[src/eqlt_pkg.sv]
// Constants and types shared by the equalizer and loop-through configuration block.
`default_nettype none
package eqlt_pkg;

  // ****************************************************************
  // Register offsets
  // ****************************************************************
  localparam logic [7:0] EQ_OVERRIDE_ADDR = 8'h44;
  localparam logic [7:0] AEQ_FLOOR_ADDR   = 8'h45;
  localparam logic [7:0] PORT_TARGET_ADDR = 8'h70;
  localparam logic [7:0] MIRROR_SEL_A_ADDR = 8'h52;
  localparam logic [7:0] DRIVER_EN_ADDR   = 8'h56;
  localparam logic [7:0] MIRROR_SEL_B_ADDR = 8'h57;
  localparam logic [7:0] TX_SLEEP_ADDR    = 8'h63;

  // ****************************************************************
  // Reset values
  // ****************************************************************
  localparam logic [7:0] EQ_OVERRIDE_RST  = 8'h60;
  localparam logic [7:0] AEQ_FLOOR_RST    = 8'h88;
  localparam logic [7:0] PORT_TARGET_RST  = 8'h00;
  localparam logic [7:0] MIRROR_SEL_A_RST = 8'h00;
  localparam logic [7:0] DRIVER_EN_RST    = 8'h00;
  localparam logic [7:0] MIRROR_SEL_B_RST = 8'h00;
  localparam logic [7:0] TX_SLEEP_RST     = 8'h00;

  // ****************************************************************
  // Field positions
  // ****************************************************************
  localparam int BYPASS_BIT      = 0;
  localparam int LOW_STAGE_LSB   = 1;
  localparam int HIGH_STAGE_LSB  = 5;
  localparam int FLOOR_LSB       = 0;
  localparam int TARGET_BIT      = 0;
  localparam int MIRROR_BIT_POS  = 7;
  localparam int DRIVER_ON_BIT   = 3;
  localparam int MIRROR_FIELD_LSB = 1;
  localparam int SLEEP_BIT       = 0;

  // ****************************************************************
  // Port field encodings
  // ****************************************************************
  localparam logic [1:0] FIELD_FIRST  = 2'h1;
  localparam logic [1:0] FIELD_SECOND = 2'h2;

  // ****************************************************************
  // Register port request
  // ****************************************************************
  typedef struct packed {
    logic       wr;
    logic       rd;
    logic [7:0] addr;
    logic [7:0] wdata;
  } reg_req_t;

endpackage : eqlt_pkg

`default_nettype wire

[src/eq_and_loopthrough_config.sv]
// Equalizer override, adaptive floor and loop-through output configuration registers.
//
// Behaviour
// Hold 3-bit lower-stage manual value; it drives setting bits 2:0 only when bypassed.
// Hold 3-bit upper-stage manual value; it drives setting bits 5:3 only when bypassed.
// Override register bit 0 chooses adaptive equalization or manual stage values.
// Bypass bit 1 applies manual values; 0 keeps adaptation running.
// Adaptation starts from a 4-bit programmable floor, reset value 8.
// With second-port target set, floor writes go to the second port's equalizer.
// Select-A bit 7 mirrors first port when 0, second port when 1.
// Select-B field bits 2:1 mirror first port on 01, second on 10.
// Software keeps the select bit and the select field naming the same port.
// Loop-through driver runs only while enable bit 3 is set; off at reset.
// Transmitter control bit 0 powers the transmitter down; reset is powered up.
// Software powers the transmitter down before enabling the pattern generator.
`timescale 1ns/1ns
`default_nettype none

module eq_and_loopthrough_config #(
  parameter int DATA_W = 10
) (
  input  wire logic              CLK_SYS,
  input  wire logic              NRST,
  input  wire logic [7:0]        ADDR,
  input  wire logic [7:0]        WDATA,
  input  wire logic              WR,
  input  wire logic              RD,
  output logic      [7:0]        RDATA,
  input  wire logic [5:0]        ADAPT_EQ_VALUE,
  input  wire logic [DATA_W-1:0] FIRST_LINK_INPUT,
  input  wire logic [DATA_W-1:0] SECOND_LINK_INPUT,
  output logic      [5:0]        EQ_SETTING,
  output logic                   EQ_ADAPT_ENABLE,
  output logic      [3:0]        EQ_SEARCH_FLOOR_FIRST,
  output logic      [3:0]        EQ_SEARCH_FLOOR_SECOND,
  output logic      [DATA_W-1:0] LOOPTHROUGH_OUTPUT,
  output logic                   MIRROR_DRIVER_ON,
  output logic                   MIRROR_TX_SLEEP,
  output logic                   MIRROR_SEL_MISMATCH
);

  // ****************************************************************
  // Decoding helpers
  // ****************************************************************

  // Returns 1 when the 2-bit field names the second input port.
  function automatic logic field_is_second(input logic [1:0] field);
    field_is_second = (field == eqlt_pkg::FIELD_SECOND);
  endfunction : field_is_second

  // Returns 1 when the 2-bit field names a valid port matching the bit.
  function automatic logic field_matches(input logic [1:0] field, input logic bit_sel);
    field_matches = bit_sel ? (field == eqlt_pkg::FIELD_SECOND)
                            : (field == eqlt_pkg::FIELD_FIRST);
  endfunction : field_matches

  // Returns 1 for a write strobe aimed at the given offset.
  function automatic logic wr_hit(input eqlt_pkg::reg_req_t r, input logic [7:0] a);
    wr_hit = r.wr && (r.addr == a);
  endfunction : wr_hit

  // ****************************************************************
  // Request capture
  // ****************************************************************
  eqlt_pkg::reg_req_t req;

  assign req = '{wr: WR, rd: RD, addr: ADDR, wdata: WDATA};

  logic [7:0] eq_override_q;
  logic [7:0] port_target_q;
  logic [7:0] sel_a_q;
  logic [7:0] driver_en_q;
  logic [7:0] sel_b_q;
  logic [7:0] tx_sleep_q;
  logic [7:0] floor_q [2];
  logic       second_sel;

  assign second_sel = port_target_q[eqlt_pkg::TARGET_BIT];

  // ****************************************************************
  // Software registers
  // ****************************************************************
  always_ff @(posedge CLK_SYS) begin
    if (!NRST) begin
      eq_override_q <= eqlt_pkg::EQ_OVERRIDE_RST;
    end else if (wr_hit(req, eqlt_pkg::EQ_OVERRIDE_ADDR)) begin
      eq_override_q <= req.wdata;
    end
  end

  // The target bit decides which port's floor the shared offset reaches.
  always_ff @(posedge CLK_SYS) begin
    if (!NRST) begin
      port_target_q <= eqlt_pkg::PORT_TARGET_RST;
    end else if (wr_hit(req, eqlt_pkg::PORT_TARGET_ADDR)) begin
      port_target_q <= req.wdata;
    end
  end

  always_ff @(posedge CLK_SYS) begin
    if (!NRST) begin
      sel_a_q <= eqlt_pkg::MIRROR_SEL_A_RST;
    end else if (wr_hit(req, eqlt_pkg::MIRROR_SEL_A_ADDR)) begin
      sel_a_q <= req.wdata;
    end
  end

  // The driver stays off from reset until software turns it on.
  always_ff @(posedge CLK_SYS) begin
    if (!NRST) begin
      driver_en_q <= eqlt_pkg::DRIVER_EN_RST;
    end else if (wr_hit(req, eqlt_pkg::DRIVER_EN_ADDR)) begin
      driver_en_q <= req.wdata;
    end
  end

  always_ff @(posedge CLK_SYS) begin
    if (!NRST) begin
      sel_b_q <= eqlt_pkg::MIRROR_SEL_B_RST;
    end else if (wr_hit(req, eqlt_pkg::MIRROR_SEL_B_ADDR)) begin
      sel_b_q <= req.wdata;
    end
  end

  always_ff @(posedge CLK_SYS) begin
    if (!NRST) begin
      tx_sleep_q <= eqlt_pkg::TX_SLEEP_RST;
    end else if (wr_hit(req, eqlt_pkg::TX_SLEEP_ADDR)) begin
      tx_sleep_q <= req.wdata;
    end
  end

  // ****************************************************************
  // Per-port adaptive floor registers
  // ****************************************************************

  // The floor offset is shared; the target bit steers writes to one port.
  for (genvar p = 0; p < 2; p++) begin : g_floor
    always_ff @(posedge CLK_SYS) begin
      if (!NRST) begin
        floor_q[p] <= eqlt_pkg::AEQ_FLOOR_RST;
      end else if (req.wr && req.addr == eqlt_pkg::AEQ_FLOOR_ADDR
                   && second_sel == (p == 1)) begin
        floor_q[p] <= req.wdata;
      end
    end
  end

  // ****************************************************************
  // Read port
  // ****************************************************************

  // Data stand only in the cycle after the read strobe; other cycles read zero.
  logic [7:0] rdata_d;

  always_comb begin
    rdata_d = 8'h00;
    if (req.rd) begin
      case (req.addr)
        eqlt_pkg::EQ_OVERRIDE_ADDR:  rdata_d = eq_override_q;
        eqlt_pkg::AEQ_FLOOR_ADDR:    rdata_d = floor_q[second_sel];
        eqlt_pkg::PORT_TARGET_ADDR:  rdata_d = port_target_q;
        eqlt_pkg::MIRROR_SEL_A_ADDR: rdata_d = sel_a_q;
        eqlt_pkg::DRIVER_EN_ADDR:    rdata_d = driver_en_q;
        eqlt_pkg::MIRROR_SEL_B_ADDR: rdata_d = sel_b_q;
        eqlt_pkg::TX_SLEEP_ADDR:     rdata_d = tx_sleep_q;
        default:                     rdata_d = 8'h00;
      endcase
    end
  end

  always_ff @(posedge CLK_SYS) begin
    if (!NRST) begin
      RDATA <= 8'h00;
    end else begin
      RDATA <= rdata_d;
    end
  end

  // ****************************************************************
  // Equalizer control
  // ****************************************************************
  logic bypass;

  assign bypass = eq_override_q[eqlt_pkg::BYPASS_BIT];

  always_ff @(posedge CLK_SYS) begin
    if (!NRST) begin
      EQ_ADAPT_ENABLE <= 1'b0;
    end else begin
      EQ_ADAPT_ENABLE <= !bypass;
    end
  end

  // Manual stage values replace the adaptive loop's value only while bypassed.
  always_ff @(posedge CLK_SYS) begin
    if (!NRST) begin
      EQ_SETTING <= 6'h00;
    end else if (bypass) begin
      EQ_SETTING <= {eq_override_q[eqlt_pkg::HIGH_STAGE_LSB +: 3],
                     eq_override_q[eqlt_pkg::LOW_STAGE_LSB +: 3]};
    end else begin
      EQ_SETTING <= ADAPT_EQ_VALUE;
    end
  end

  always_ff @(posedge CLK_SYS) begin
    if (!NRST) begin
      EQ_SEARCH_FLOOR_FIRST <= 4'h0;
    end else begin
      EQ_SEARCH_FLOOR_FIRST <= floor_q[0][eqlt_pkg::FLOOR_LSB +: 4];
    end
  end

  always_ff @(posedge CLK_SYS) begin
    if (!NRST) begin
      EQ_SEARCH_FLOOR_SECOND <= 4'h0;
    end else begin
      EQ_SEARCH_FLOOR_SECOND <= floor_q[1][eqlt_pkg::FLOOR_LSB +: 4];
    end
  end

  // ****************************************************************
  // Loop-through output path
  // ****************************************************************
  logic       mirror_bit;
  logic [1:0] mirror_field;
  logic       driver_on;
  logic       tx_sleep;

  assign mirror_bit   = sel_a_q[eqlt_pkg::MIRROR_BIT_POS];
  assign mirror_field = sel_b_q[eqlt_pkg::MIRROR_FIELD_LSB +: 2];
  assign driver_on    = driver_en_q[eqlt_pkg::DRIVER_ON_BIT];
  assign tx_sleep     = tx_sleep_q[eqlt_pkg::SLEEP_BIT];

  logic [DATA_W-1:0] mirror_d;

  // The port bit steers the mux; the field only has to agree with it.
  always_comb begin
    mirror_d = '0;
    if (driver_on && !tx_sleep) begin
      mirror_d = mirror_bit ? SECOND_LINK_INPUT : FIRST_LINK_INPUT;
    end
  end

  always_ff @(posedge CLK_SYS) begin
    if (!NRST) begin
      LOOPTHROUGH_OUTPUT <= '0;
    end else begin
      LOOPTHROUGH_OUTPUT <= mirror_d;
    end
  end

  // ****************************************************************
  // Loop-through status
  // ****************************************************************
  logic mismatch_d;

  // Software must keep both selectors on one port; a disagreement is flagged, not mended.
  assign mismatch_d = !field_matches(mirror_field, mirror_bit)
                      || (field_is_second(mirror_field) != mirror_bit);

  always_ff @(posedge CLK_SYS) begin
    if (!NRST) begin
      MIRROR_DRIVER_ON <= 1'b0;
    end else begin
      MIRROR_DRIVER_ON <= driver_on;
    end
  end

  always_ff @(posedge CLK_SYS) begin
    if (!NRST) begin
      MIRROR_TX_SLEEP <= 1'b0;
    end else begin
      MIRROR_TX_SLEEP <= tx_sleep;
    end
  end

  always_ff @(posedge CLK_SYS) begin
    if (!NRST) begin
      MIRROR_SEL_MISMATCH <= 1'b0;
    end else begin
      MIRROR_SEL_MISMATCH <= mismatch_d;
    end
  end

endmodule : eq_and_loopthrough_config

`default_nettype wire

[config.mk]
export PLATFORM = sky130hd
export DESIGN_NAME = eq_and_loopthrough_config
export DESIGN_NICKNAME = d
export VERILOG_FILES = /design/src/eqlt_pkg.sv /design/src/eq_and_loopthrough_config.sv
export SDC_FILE = /design/constraint.sdc
export NUM_CORES = 1
export LEC_CHECK = 0
export BUFFER_PORTS_ARGS = -buffer_cell sky130_fd_sc_hd__buf_2
export CAP_MARGIN = 40
export CORE_MARGIN = 4
export CORE_UTILIZATION = 55
export CTS_CLUSTER_SIZE = 20
export DETAILED_ROUTE_END_ITERATION = 12
export PLACE_DENSITY = 0.8
export REMOVE_ABC_BUFFERS = 1
export SETUP_SLACK_MARGIN = 0.3
export SYNTH_ARGS = -nofsm -noshare
export SYNTH_HDL_FRONTEND = slang
export SYNTH_SLANG_ARGS = --single-unit
[constraint.sdc]
create_clock -name CLK_SYS -period 3.73 [get_ports CLK_SYS]
set_input_delay 0.9325 -clock CLK_SYS [delete_from_list [all_inputs] [get_ports CLK_SYS]]
set_output_delay 0.9325 -clock CLK_SYS [all_outputs]
set_load 0.02 [all_outputs]
==> results of run 1 <==
-- power groups by stage --
stage | Combinational, uW | Sequential (uW) | Clock [uW]
CTS | 134 | 1120 | 654
global placement | 130 | 1150 | 0
finish | 134 | 1120 | 644
floorplan | 45.4 | 1160 | 0
global route | 144 | 1130 | 704
detailed placement | 133 | 1150 | 0
-- flip-flops by register name (all words and copies together), names as in the netlist, named ones only --
signal and cells:
EQ_ADAPT_ENABLE 1, EQ_SEARCH_FLOOR_FIRST 4, EQ_SEARCH_FLOOR_SECOND 4, EQ_SETTING 6
LOOPTHROUGH_OUTPUT 10, MIRROR_DRIVER_ON 1, MIRROR_SEL_MISMATCH 1, MIRROR_TX_SLEEP 1
RDATA 8, driver_en_q 8, eq_override_q 8, floor_q 16
port_target_q 8, sel_a_q 8, sel_b_q 8, tx_sleep_q 8
-- metal layers --
| metal | share of wire | routed length, um | global-route usage |
|---|---|---|---|
| met3 | 0.084 | 797 | 0.0529 |
| met5 | 0 | 0 | 0 |
| met1 | 0.43 | 4030 | 0.296 |
| met4 | 0.022 | 205 | 0.0853 |
| met2 | 0.47 | 4440 | 0.335 |
-- how the worst max path moves through the flow --
stage / start / endpoint / cells after the start / slack (ns)
after floorplan: ADDR[4] / floor_q[0][0] / 3 / 1.22
after global placement: ADDR[2] / floor_q[1][4] / 4 / 1.20
after detailed placement: ADDR[2] / floor_q[0][3] / 5 / 1.10
after CTS: ADDR[2] / floor_q[0][3] / 5 / 1.49
after global routing: ADDR[2] / floor_q[0][3] / 5 / 1.40
final: ADDR[2] / floor_q[0][3] / 5 / 1.45
-- layout make-up --
| type | instances | area, sq um |
|---|---|---|
| Clock inverter | 5 | 33.8 |
| Timing Repair Buffer | 84 | 428 |
| Tap cell | 99 | 124 |
| Multi-Input combinational cell | 264 | 1880 |
| Sequential cell | 101 | 2180 |
| Fill cell | 561 | 2530 |
| Clock buffer | 11 | 151 |
| Inverter | 2 | 7.51 |
-- synth_stat cells (4+ instances only) --
cell      count
dfxtp_1      85
buf_6         4
and2_1       22
o21a_1        8
a22oi_1       8
clkbuf_1     10
a21oi_1       8
a222oi_1      8
nand2b_1      5
nor2_1       59
nand2_1      22
mux2i_1      48
edfxtp_1     16
nand3_1      17
buf_2         6
o21ai_0      17
mux2_2       16
-- cell families (layout without fill, tap and decap cells) --
group / after synthesis / count (layout) / synth area share
mux: 64 / 64 / 0.157
simple gates: 148 / 148 / 0.205
compound gates: 52 / 52 / 0.0836
buf+inv: 27 / 102 / 0.0348
flops: 101 / 101 / 0.519
-- critical path, stage by stage --
cell and delay (ns):
buf_2 0.35, and4bb_2 0.45, nand3_1 0.14, nor3_2 0.37, nand2b_1 0.12
-- cell usage in the layout (no fill, tap or decap), types with 2 or more instances in the layout --
| master | count |
|---|---|
| clkinvlp_4 | 2 |
| mux2_2 | 16 |
| edfxtp_1 | 16 |
| nand2_1 | 22 |
| a21oi_1 | 8 |
| clkbuf_8 | 11 |
| nor3b_1 | 2 |
| buf_2 | 81 |
| o21ai_0 | 17 |
| o21a_1 | 8 |
| or3_1 | 2 |
| mux2i_1 | 48 |
| nand3_4 | 2 |
| nand3_1 | 17 |
| nor4b_4 | 3 |
| clkinv_2 | 2 |
| a22oi_1 | 8 |
| nand2b_1 | 5 |
| a222oi_1 | 8 |
| nor4bb_1 | 2 |
| and4bb_2 | 2 |
| and2_1 | 22 |
| dfxtp_1 | 85 |
| buf_4 | 3 |
| nor2_1 | 59 |
| nand3_2 | 2 |
-- per-stage QoR --
stage	cells	cell area [sq um]	util	power, uW
2_1_floorplan	367	4070	-	1210
3_5_place_dp	550	4620	0.630	1280
3_3_place_gp	550	4620	0.630	1280
4_1_cts	566	4800	0.655	1910
6_report	566	4800	0.655	1900
5_1_grt	566	4800	0.655	1970
==> results.tsv, run 1 <==
metric	value	unit
WHS	0.471	ns
GPL Wtd Cong	0.823	
distinct cell type count after synthesis	39	
CTS resizes	0	
root buffer cell	clkbuf_8	
Startpoint Class	input port	
initial drt markers	362	
io pins	82	
TritonCTS buffer count	9	
max frequency	439	MHz
min cycle time layout	2.28	ns
Seq/Total Area, Yosys	0.519	
outcome	finished, final reports clean	
NumNets Final	508	
Fin Setup TNS	0	ns
setup bufs post-CTS	0	
share of flip-flops with an asynchronous set or reset	0	
clock tree from TritonCTS	built	
syn_area_per_cell	10.7	sq um
first-pass GRT wire length	14900	um
YS warnings	0	
r2r endpoint	RDATA[2]	
Comb pwr share	0.071	
wirelength, routed	9480	um
remaining global-route overflow	0	
Row Count	31	
switching share of power	0.239	
vias	3188	
switching power total	455	uW
total of max-cap violations	0	
clock latency on the worst-skew pair	0.36	ns
share of cells above drive strength 1	0.281	
Slew Limit Headroom	0.525	
R2R Setup Slk	2.08	ns
die area	9110	sq um
worst min-delay path category	flip-flop to flip-flop	
Port-buffer cells	81	
total global-route track usage	0.218	
die width	95.4	um
Hold Crit Endpoint	driver_en_q[6]	
worst vdd ir	191	uV
Final setup viols	0	
HPWL Detailed	6920	um
top_reg_cell synth	dfxtp_1	
post-synthesis sequential element count	101	
Final Hold Vio Count	0	
Setup Skew	0.00471	ns
Req. time, crit path	3.83	ns
Internal	1450	uW
Worst R2R Path Depth	4	
htree depth	3	
vias in the first global route	2962	
Synth-to-Final Area Change	14.2	%
Starting Density	0.573	
Mapped Area	4200	sq um
share of the synthesized area in the top cell type	0.405	
core area	7330	sq um
final worst slack	1.45	ns
clk sinks	101	
number of flops mapped to enable cells by yosys	16	
Post-Synthesis Cells	392	
Avg WL per Cell	16.7	um
Pre-Repair DR Iteration Count	7	
pin count of the biggest net entering global routing	39	
Die H	95.4	um
Crit Path Max Fanout	19	
DRC viols	0	
hold-fix buffer count after cts	0	
worst-margin pin slew	0.712	ns
worst hold path startpoint	driver_en_q[6]	
most area-consuming cells after synthesis	dfxtp_1 (40%), mux2i_1 (11%), edfxtp_1 (11%)	
initial antenna violation count	0	
CP Class	input port to flip-flop	
Pwr Density	396	nW/um^2
Data arrival, critical path	2.38	ns
pre-CTS WS	1.10	ns
Final Max Tran Viols	0	
RSZ-0062 raised after global routing	false	
Vias/cell	5.63	
clock power share	0.338	
Post-DRT Antenna Nets	0	
clk slew on worst S/H paths	0.09	ns
sequential share of power	0.591	
Antenna Diode Count	0	
crit share post-route	0.611	
CP Capture Type	flip-flop	
Pleak	0.00210	uW
clk buf depth	2	
Worst Hold Depth	2	
largest area contributor in the netlist	dfxtp_1	
Note: power is estimated with default switching activity, not from simulation.
==> inputs of run 2 (changes only) <==
CORE_UTILIZATION = 49   (was 55)
PLACE_DENSITY = 0.75   (was 0.8)
clock period = 1.9 ns   (was 3.73 ns; I/O delays follow)
==> run 2 against run 1 <==
First-iteration DRC count is 43% lower; total power is 100% higher; wire length is 1.3% lower; register-to-register slack worse by 1.7 ns; clock-buffer cell count is 1 higher; global-route usage is 2.5 points lower; utilization is 5.6 points lower; combinational power is 110% higher; final cell count is 3.9% higher; sequential share of layout area is 1.5 points lower; worst setup slack worse by 1.1 ns; hold slack worse by 0.14 ns.
==> results.tsv, run 2 (synthesized netlist as in run 1, its figures left out) <==
metric	value	unit
outcome	finished, final reports clean	
Regs by FF count	floor_q (16), LOOPTHROUGH_OUTPUT (10)	
switching share of power	0.238	
root buffer cell	clkbuf_8	
Row Count	33	
min cycle time layout	1.52	ns
share of cells above drive strength 1	0.304	
htree depth	3	
Starting Density	0.507	
multi-input logic area	1880	sq um
WHS	0.332	ns
core area	8300	sq um
NumNets Final	524	
CP Class	input port to flip-flop	
total power	3810	uW
Crit-path slowest cell	nor4b_4	
die width	101	um
GPL Wtd Cong	0.835	
die area	10100	sq um
Pleak	0.00219	uW
Req. time, crit path	1.93	ns
Synth-to-Final Area Change	18.2	%
Setup Skew	0.0157	ns
Comb pwr share	0.072	
remaining global-route overflow	0	
most frequent cells in the layout	dfxtp_1 (84), buf_2 (81), nor2_1 (59), mux2i_1 (48)	
Startpoint Class	input port	
total of max-cap violations	0	
Fin Setup TNS	0	ns
clk buf depth	2	
Internal	2910	uW
clk slew on worst S/H paths	0.10	ns
initial antenna violation count	0	
worst min-delay path category	input port to flip-flop	
total global-route track usage	0.192	
Final Max Tran Viols	0	
pin count of the biggest net entering global routing	27	
vias in the first global route	3052	
Final setup viols	0	
hold-fix buffer count after cts	0	
CP max stage delay	0.38	ns
fin util	0.599	
Antenna Diode Count	0	
Die H	101	um
Port-buffer cells	81	
clock tree from TritonCTS	built	
Largest Register	floor_q	
fillers	713	
Cell Chain, Critical Path	buf_2 -> nor4b_4 -> nand4_1 -> nand2_1	
first-pass GRT wire length	15200	um
max frequency	659	MHz
HPWL Detailed	6990	um
vias	3173	
Slew Limit Headroom	0.661	
clk sinks	101	
Avg WL per Cell	15.9	um
Data arrival, critical path	1.55	ns
wirelength, routed	9350	um
Pre-Repair DR Iteration Count	4	
worst vdd ir	419	uV
io pins	82	
max reg flops	16	
worst-margin pin slew	0.508	ns
clock latency on the worst-skew pair	0.37	ns
CP Capture Type	flip-flop	
Crit Path Max Fanout	8	
post-placement cell count	572	
Seq. cell area	2180	sq um
clock power share	0.349	
Vias/cell	5.40	
Post-DRT Antenna Nets	0	
Final Hold Vio Count	0	
Pwr Density	767	nW/um^2
crit share post-route	0.799	
sequential share of power	0.579	
final std cells w/o fill	588	
initial drt markers	207	
switching power total	906	uW
most common cell after layout, fill and taps aside	dfxtp_1	
DRC viols	0	
TritonCTS buffer count	9	
RSZ-0062 raised after global routing	false	
[run 2: cell types whose count changed in the layout (fill, tap and decap cells not counted)]
cell        delta
clkbuf_8       -1
clkinv_2       -2
buf_12         +2
clkbuf_16      +1
buf_4         +14
clkinvlp_4     +1
clkbuf_1       +1
dfxtp_1        -1
dfxtp_2        +1
inv_6          -1
clkinv_4       +1
[run 2: critical path: cells and delay by family]
family	cells	cell delay, ns
AND/OR/NAND/NOR	3	0.94
buffers and inverters	1	0.12
[run 2: stage by stage]
step,setup WS (ns),cell area [sq um]
final,0.382,4970
after global routing,0.313,4970
after CTS,0.372,4970
after detailed placement,-0.00995,4770
after global placement,0.0493,4770
after floorplan,-0.149,4070
[run 2: final cells by class]
cell class	instances	area share
Clock buffer	12	0.0335
Clock inverter	4	0.00630
Inverter	2	0.00151
Multi-Input combinational cell	264	0.377
Sequential cell	101	0.439
Tap cell	105	0.0264
Timing Repair Buffer	100	0.115
[run 2: what timing repair did]
action,in CTS,in global routing
setup buffers,0,0
gates resized for setup,1,0
endpoints found under the setup margin,2,0
[run 2: routing by layer]
layer  global-route usage  part of all wire  up-vias
li1                     -                 -     1565
met1                0.262              0.45     1510
met2                0.307              0.47       88
met3               0.0381             0.063       10
met4               0.0622             0.013        0
met5                    0                 0        -
[run 2: power groups by stage]
stage                     sequential, uW  clock [uW]  combinational, uW
after floorplan                     2280           0               89.2
after global placement              2260           0                270
after detailed placement            2260           0                277
after CTS                           2210        1340                277
after global routing                2210        1440                302
final                               2210        1330                275
[run 2: path summary, 6_finish.rpt]
| check | startpoint | to | slack, ns | depth (start not counted) |
|---|---|---|---|---|
| worst max-delay path | ADDR[4] | floor_q[1][7] | 0.38 | 4 |
| worst min-delay path | ADAPT_EQ_VALUE[2] | EQ_SETTING[2] | 0.33 | 3 |
| worst min register to register | driver_en_q[4] | driver_en_q[4] | 0.47 | 2 |
| worst max register to register | flip-flop | RDATA[5] | 0.43 | 4 |
==> inputs of run 3 (changes only) <==
CORE_UTILIZATION = 55   (was 49)
PLACE_DENSITY = 0.8   (was 0.75)
clock period = 1.4 ns   (was 1.9 ns; I/O delays follow)
==> run 3 against run 2 <==
The run now ends with negative setup slack left; largest cell class unchanged; register-to-register slack got worse by 0.56 ns; clock power increased by 23%; critical path type is now flip-flop to flip-flop; sequential power increased by 36%.
==> results.tsv, run 3 (synthesized netlist as in run 1, its figures left out) <==
metric	value	unit
outcome	finished, violations left	
violated checks	negative setup slack	
most common cell after layout, fill and taps aside	nor2_1	
pre-CTS WS	-0.347	ns
worst vdd ir	563	uV
Starting Density	0.573	
pin count of the biggest net entering global routing	24	
CP endpoint	RDATA[7]	
Pwr Density	893	nW/um^2
Largest Register	floor_q	
initial antenna violation count	0	
vias in the first global route	3626	
CP Class	flip-flop to flip-flop	
crit share post-route	1.09	
Pre-Repair DR Iteration Count	5	
fillers	432	
core area	7330	sq um
hold-fix buffer count after cts	0	
share of cells above drive strength 1	0.484	
Final Hold Vio Count	0	
clock latency on the worst-skew pair	0.37	ns
R2R Setup Slk	-0.13	ns
worst min-delay path category	input port to flip-flop	
CP Capture Type	flip-flop	
htree depth	3	
Data arrival, critical path	1.80	ns
Final setup viols	8	
final std cells w/o fill	611	
clk buf depth	2	
Die H	95.4	um
Setup Skew	0.0132	ns
DRC viols	0	
io pins	82	
Req. time, crit path	1.67	ns
HPWL Detailed	7320	um
max reg flops	16	
Post-DRT Antenna Nets	0	
Antenna Diode Count	0	
die area	9110	sq um
RSZ-0062 raised after global routing	true	
TritonCTS buffer count	9	
Crit-path slowest cell	dfxtp_2	
total power	5160	uW
Cell Chain, Critical Path	buf_12 -> buf_4 -> mux2_4 -> a222oi_1 -> nor2_1 -> o21a_1	
Crit Path Max Fanout	8	
max frequency	654	MHz
root buffer cell	clkbuf_8	
total of max-cap violations	0	
CP max stage delay	0.33	ns
Vias/cell	5.85	
die width	95.4	um
first-pass GRT wire length	18100	um
Synth-to-Final Area Change	37.4	%
worst-margin pin slew	0.490	ns
wirelength, routed	12000	um
Row Count	31	
Slew Limit Headroom	0.673	
clk sinks	101	
remaining global-route overflow	0	
min cycle time layout	1.53	ns
final worst slack	-0.128	ns
initial drt markers	270	
NumNets Final	554	
Startpoint Class	flip-flop	
vias	3577	
clock tree from TritonCTS	built	
most frequent cells in the layout	nor2_1 (58), dfxtp_1 (47), mux2i_1 (45), buf_6 (45)	
Pleak	0.00249	uW
total global-route track usage	0.265	
worst hold path startpoint	ADAPT_EQ_VALUE[0]	
r2r endpoint	RDATA[7]	
post-placement cell count	583	
GPL Wtd Cong	0.850	
clk slew on worst S/H paths	0.09	ns
Regs by FF count	floor_q (16), LOOPTHROUGH_OUTPUT (10)	
Port-buffer cells	81	
Final Max Tran Viols	0	
Avg WL per Cell	19.6	um
Worst R2R Path Depth	6	
run 3: cell count changes in the layout (fill, tap and decap cells not counted), moves of 6 or more:
cell	delta
buf_6	+45
buf_2	-43
dfxtp_1	-37
dfxtp_2	+37
buf_4	+17
o21ai_0	-17
nand3_1	-11
nand3_2	+10
o21ai_2	+10
and2_1	-9
and2_4	+9
o21ai_1	+7
buf_12	+6
run 3: worst min-delay path by stage:
stage,to,cells past startpoint
2_1_floorplan,eq_override_q[5],1
3_3_place_gp,sel_a_q[5],2
3_5_place_dp,EQ_SEARCH_FLOOR_SECOND[3],1
4_1_cts,EQ_SETTING[5],3
5_1_grt,LOOPTHROUGH_OUTPUT[3],3
6_report,EQ_SETTING[0],3
run 3: what timing repair did:
item                       CTS  global route
buffers inserted             9             2
setup endpoints to repair  125           118
gates resized for setup    160            42
cloned                       2             0
pin swaps                   31            23
run 3: layout make-up:
type / count / area [sq um] / area share
inverter: 2 / 8.76 / 0.00152
timing repair buffer: 128 / 1160 / 0.200
tap: 99 / 124 / 0.0214
clock buffer: 11 / 131 / 0.0227
multi-input combinational: 266 / 2100 / 0.364
sequential: 101 / 2230 / 0.386
clock inverter: 4 / 25.0 / 0.00433
run 3: through the flow:
| step | setup TNS [ns] | utilization | hold slack, ns | instance area [sq um] |
|---|---|---|---|---|
| 6_report | -0.536 | 0.788 | 0.212 | 5780 |
| 5_1_grt | -1.01 | 0.788 | 0.214 | 5780 |
| 4_1_cts | -0.463 | 0.770 | 0.200 | 5640 |
| 3_5_place_dp | -20.13 | 0.674 | 0.462 | 4940 |
| 3_3_place_gp | -17.96 | 0.674 | 0.453 | 4940 |
| 2_1_floorplan | -9.84 | - | 0.412 | 4070 |
run 3: where the power goes:
part | internal (uW) | total, uW | switching (uW)
clock network | 638 | 1630 | 990
registers | 2990 | 3010 | 20.0
logic | 246 | 521 | 275
total | 3870 | 5160 | 1290
run 3: metal layers:
metal	part of all wire	global-route usage	wire (um)
met1	0.38	0.316	4620
met2	0.50	0.454	6010
met3	0.074	0.0576	890
met4	0.040	0.126	481
met5	0	0	0
run 3: worst max-delay path, delay by kind of cell, from the launching register on:
family / cells / cell delay [ns]
AOI/OAI and AO/OA: 2 / 0.45
DFF: 1 / 0.33
muxes: 1 / 0.30
buffers and inverters: 2 / 0.27
and+or+nand+nor: 1 / 0.09
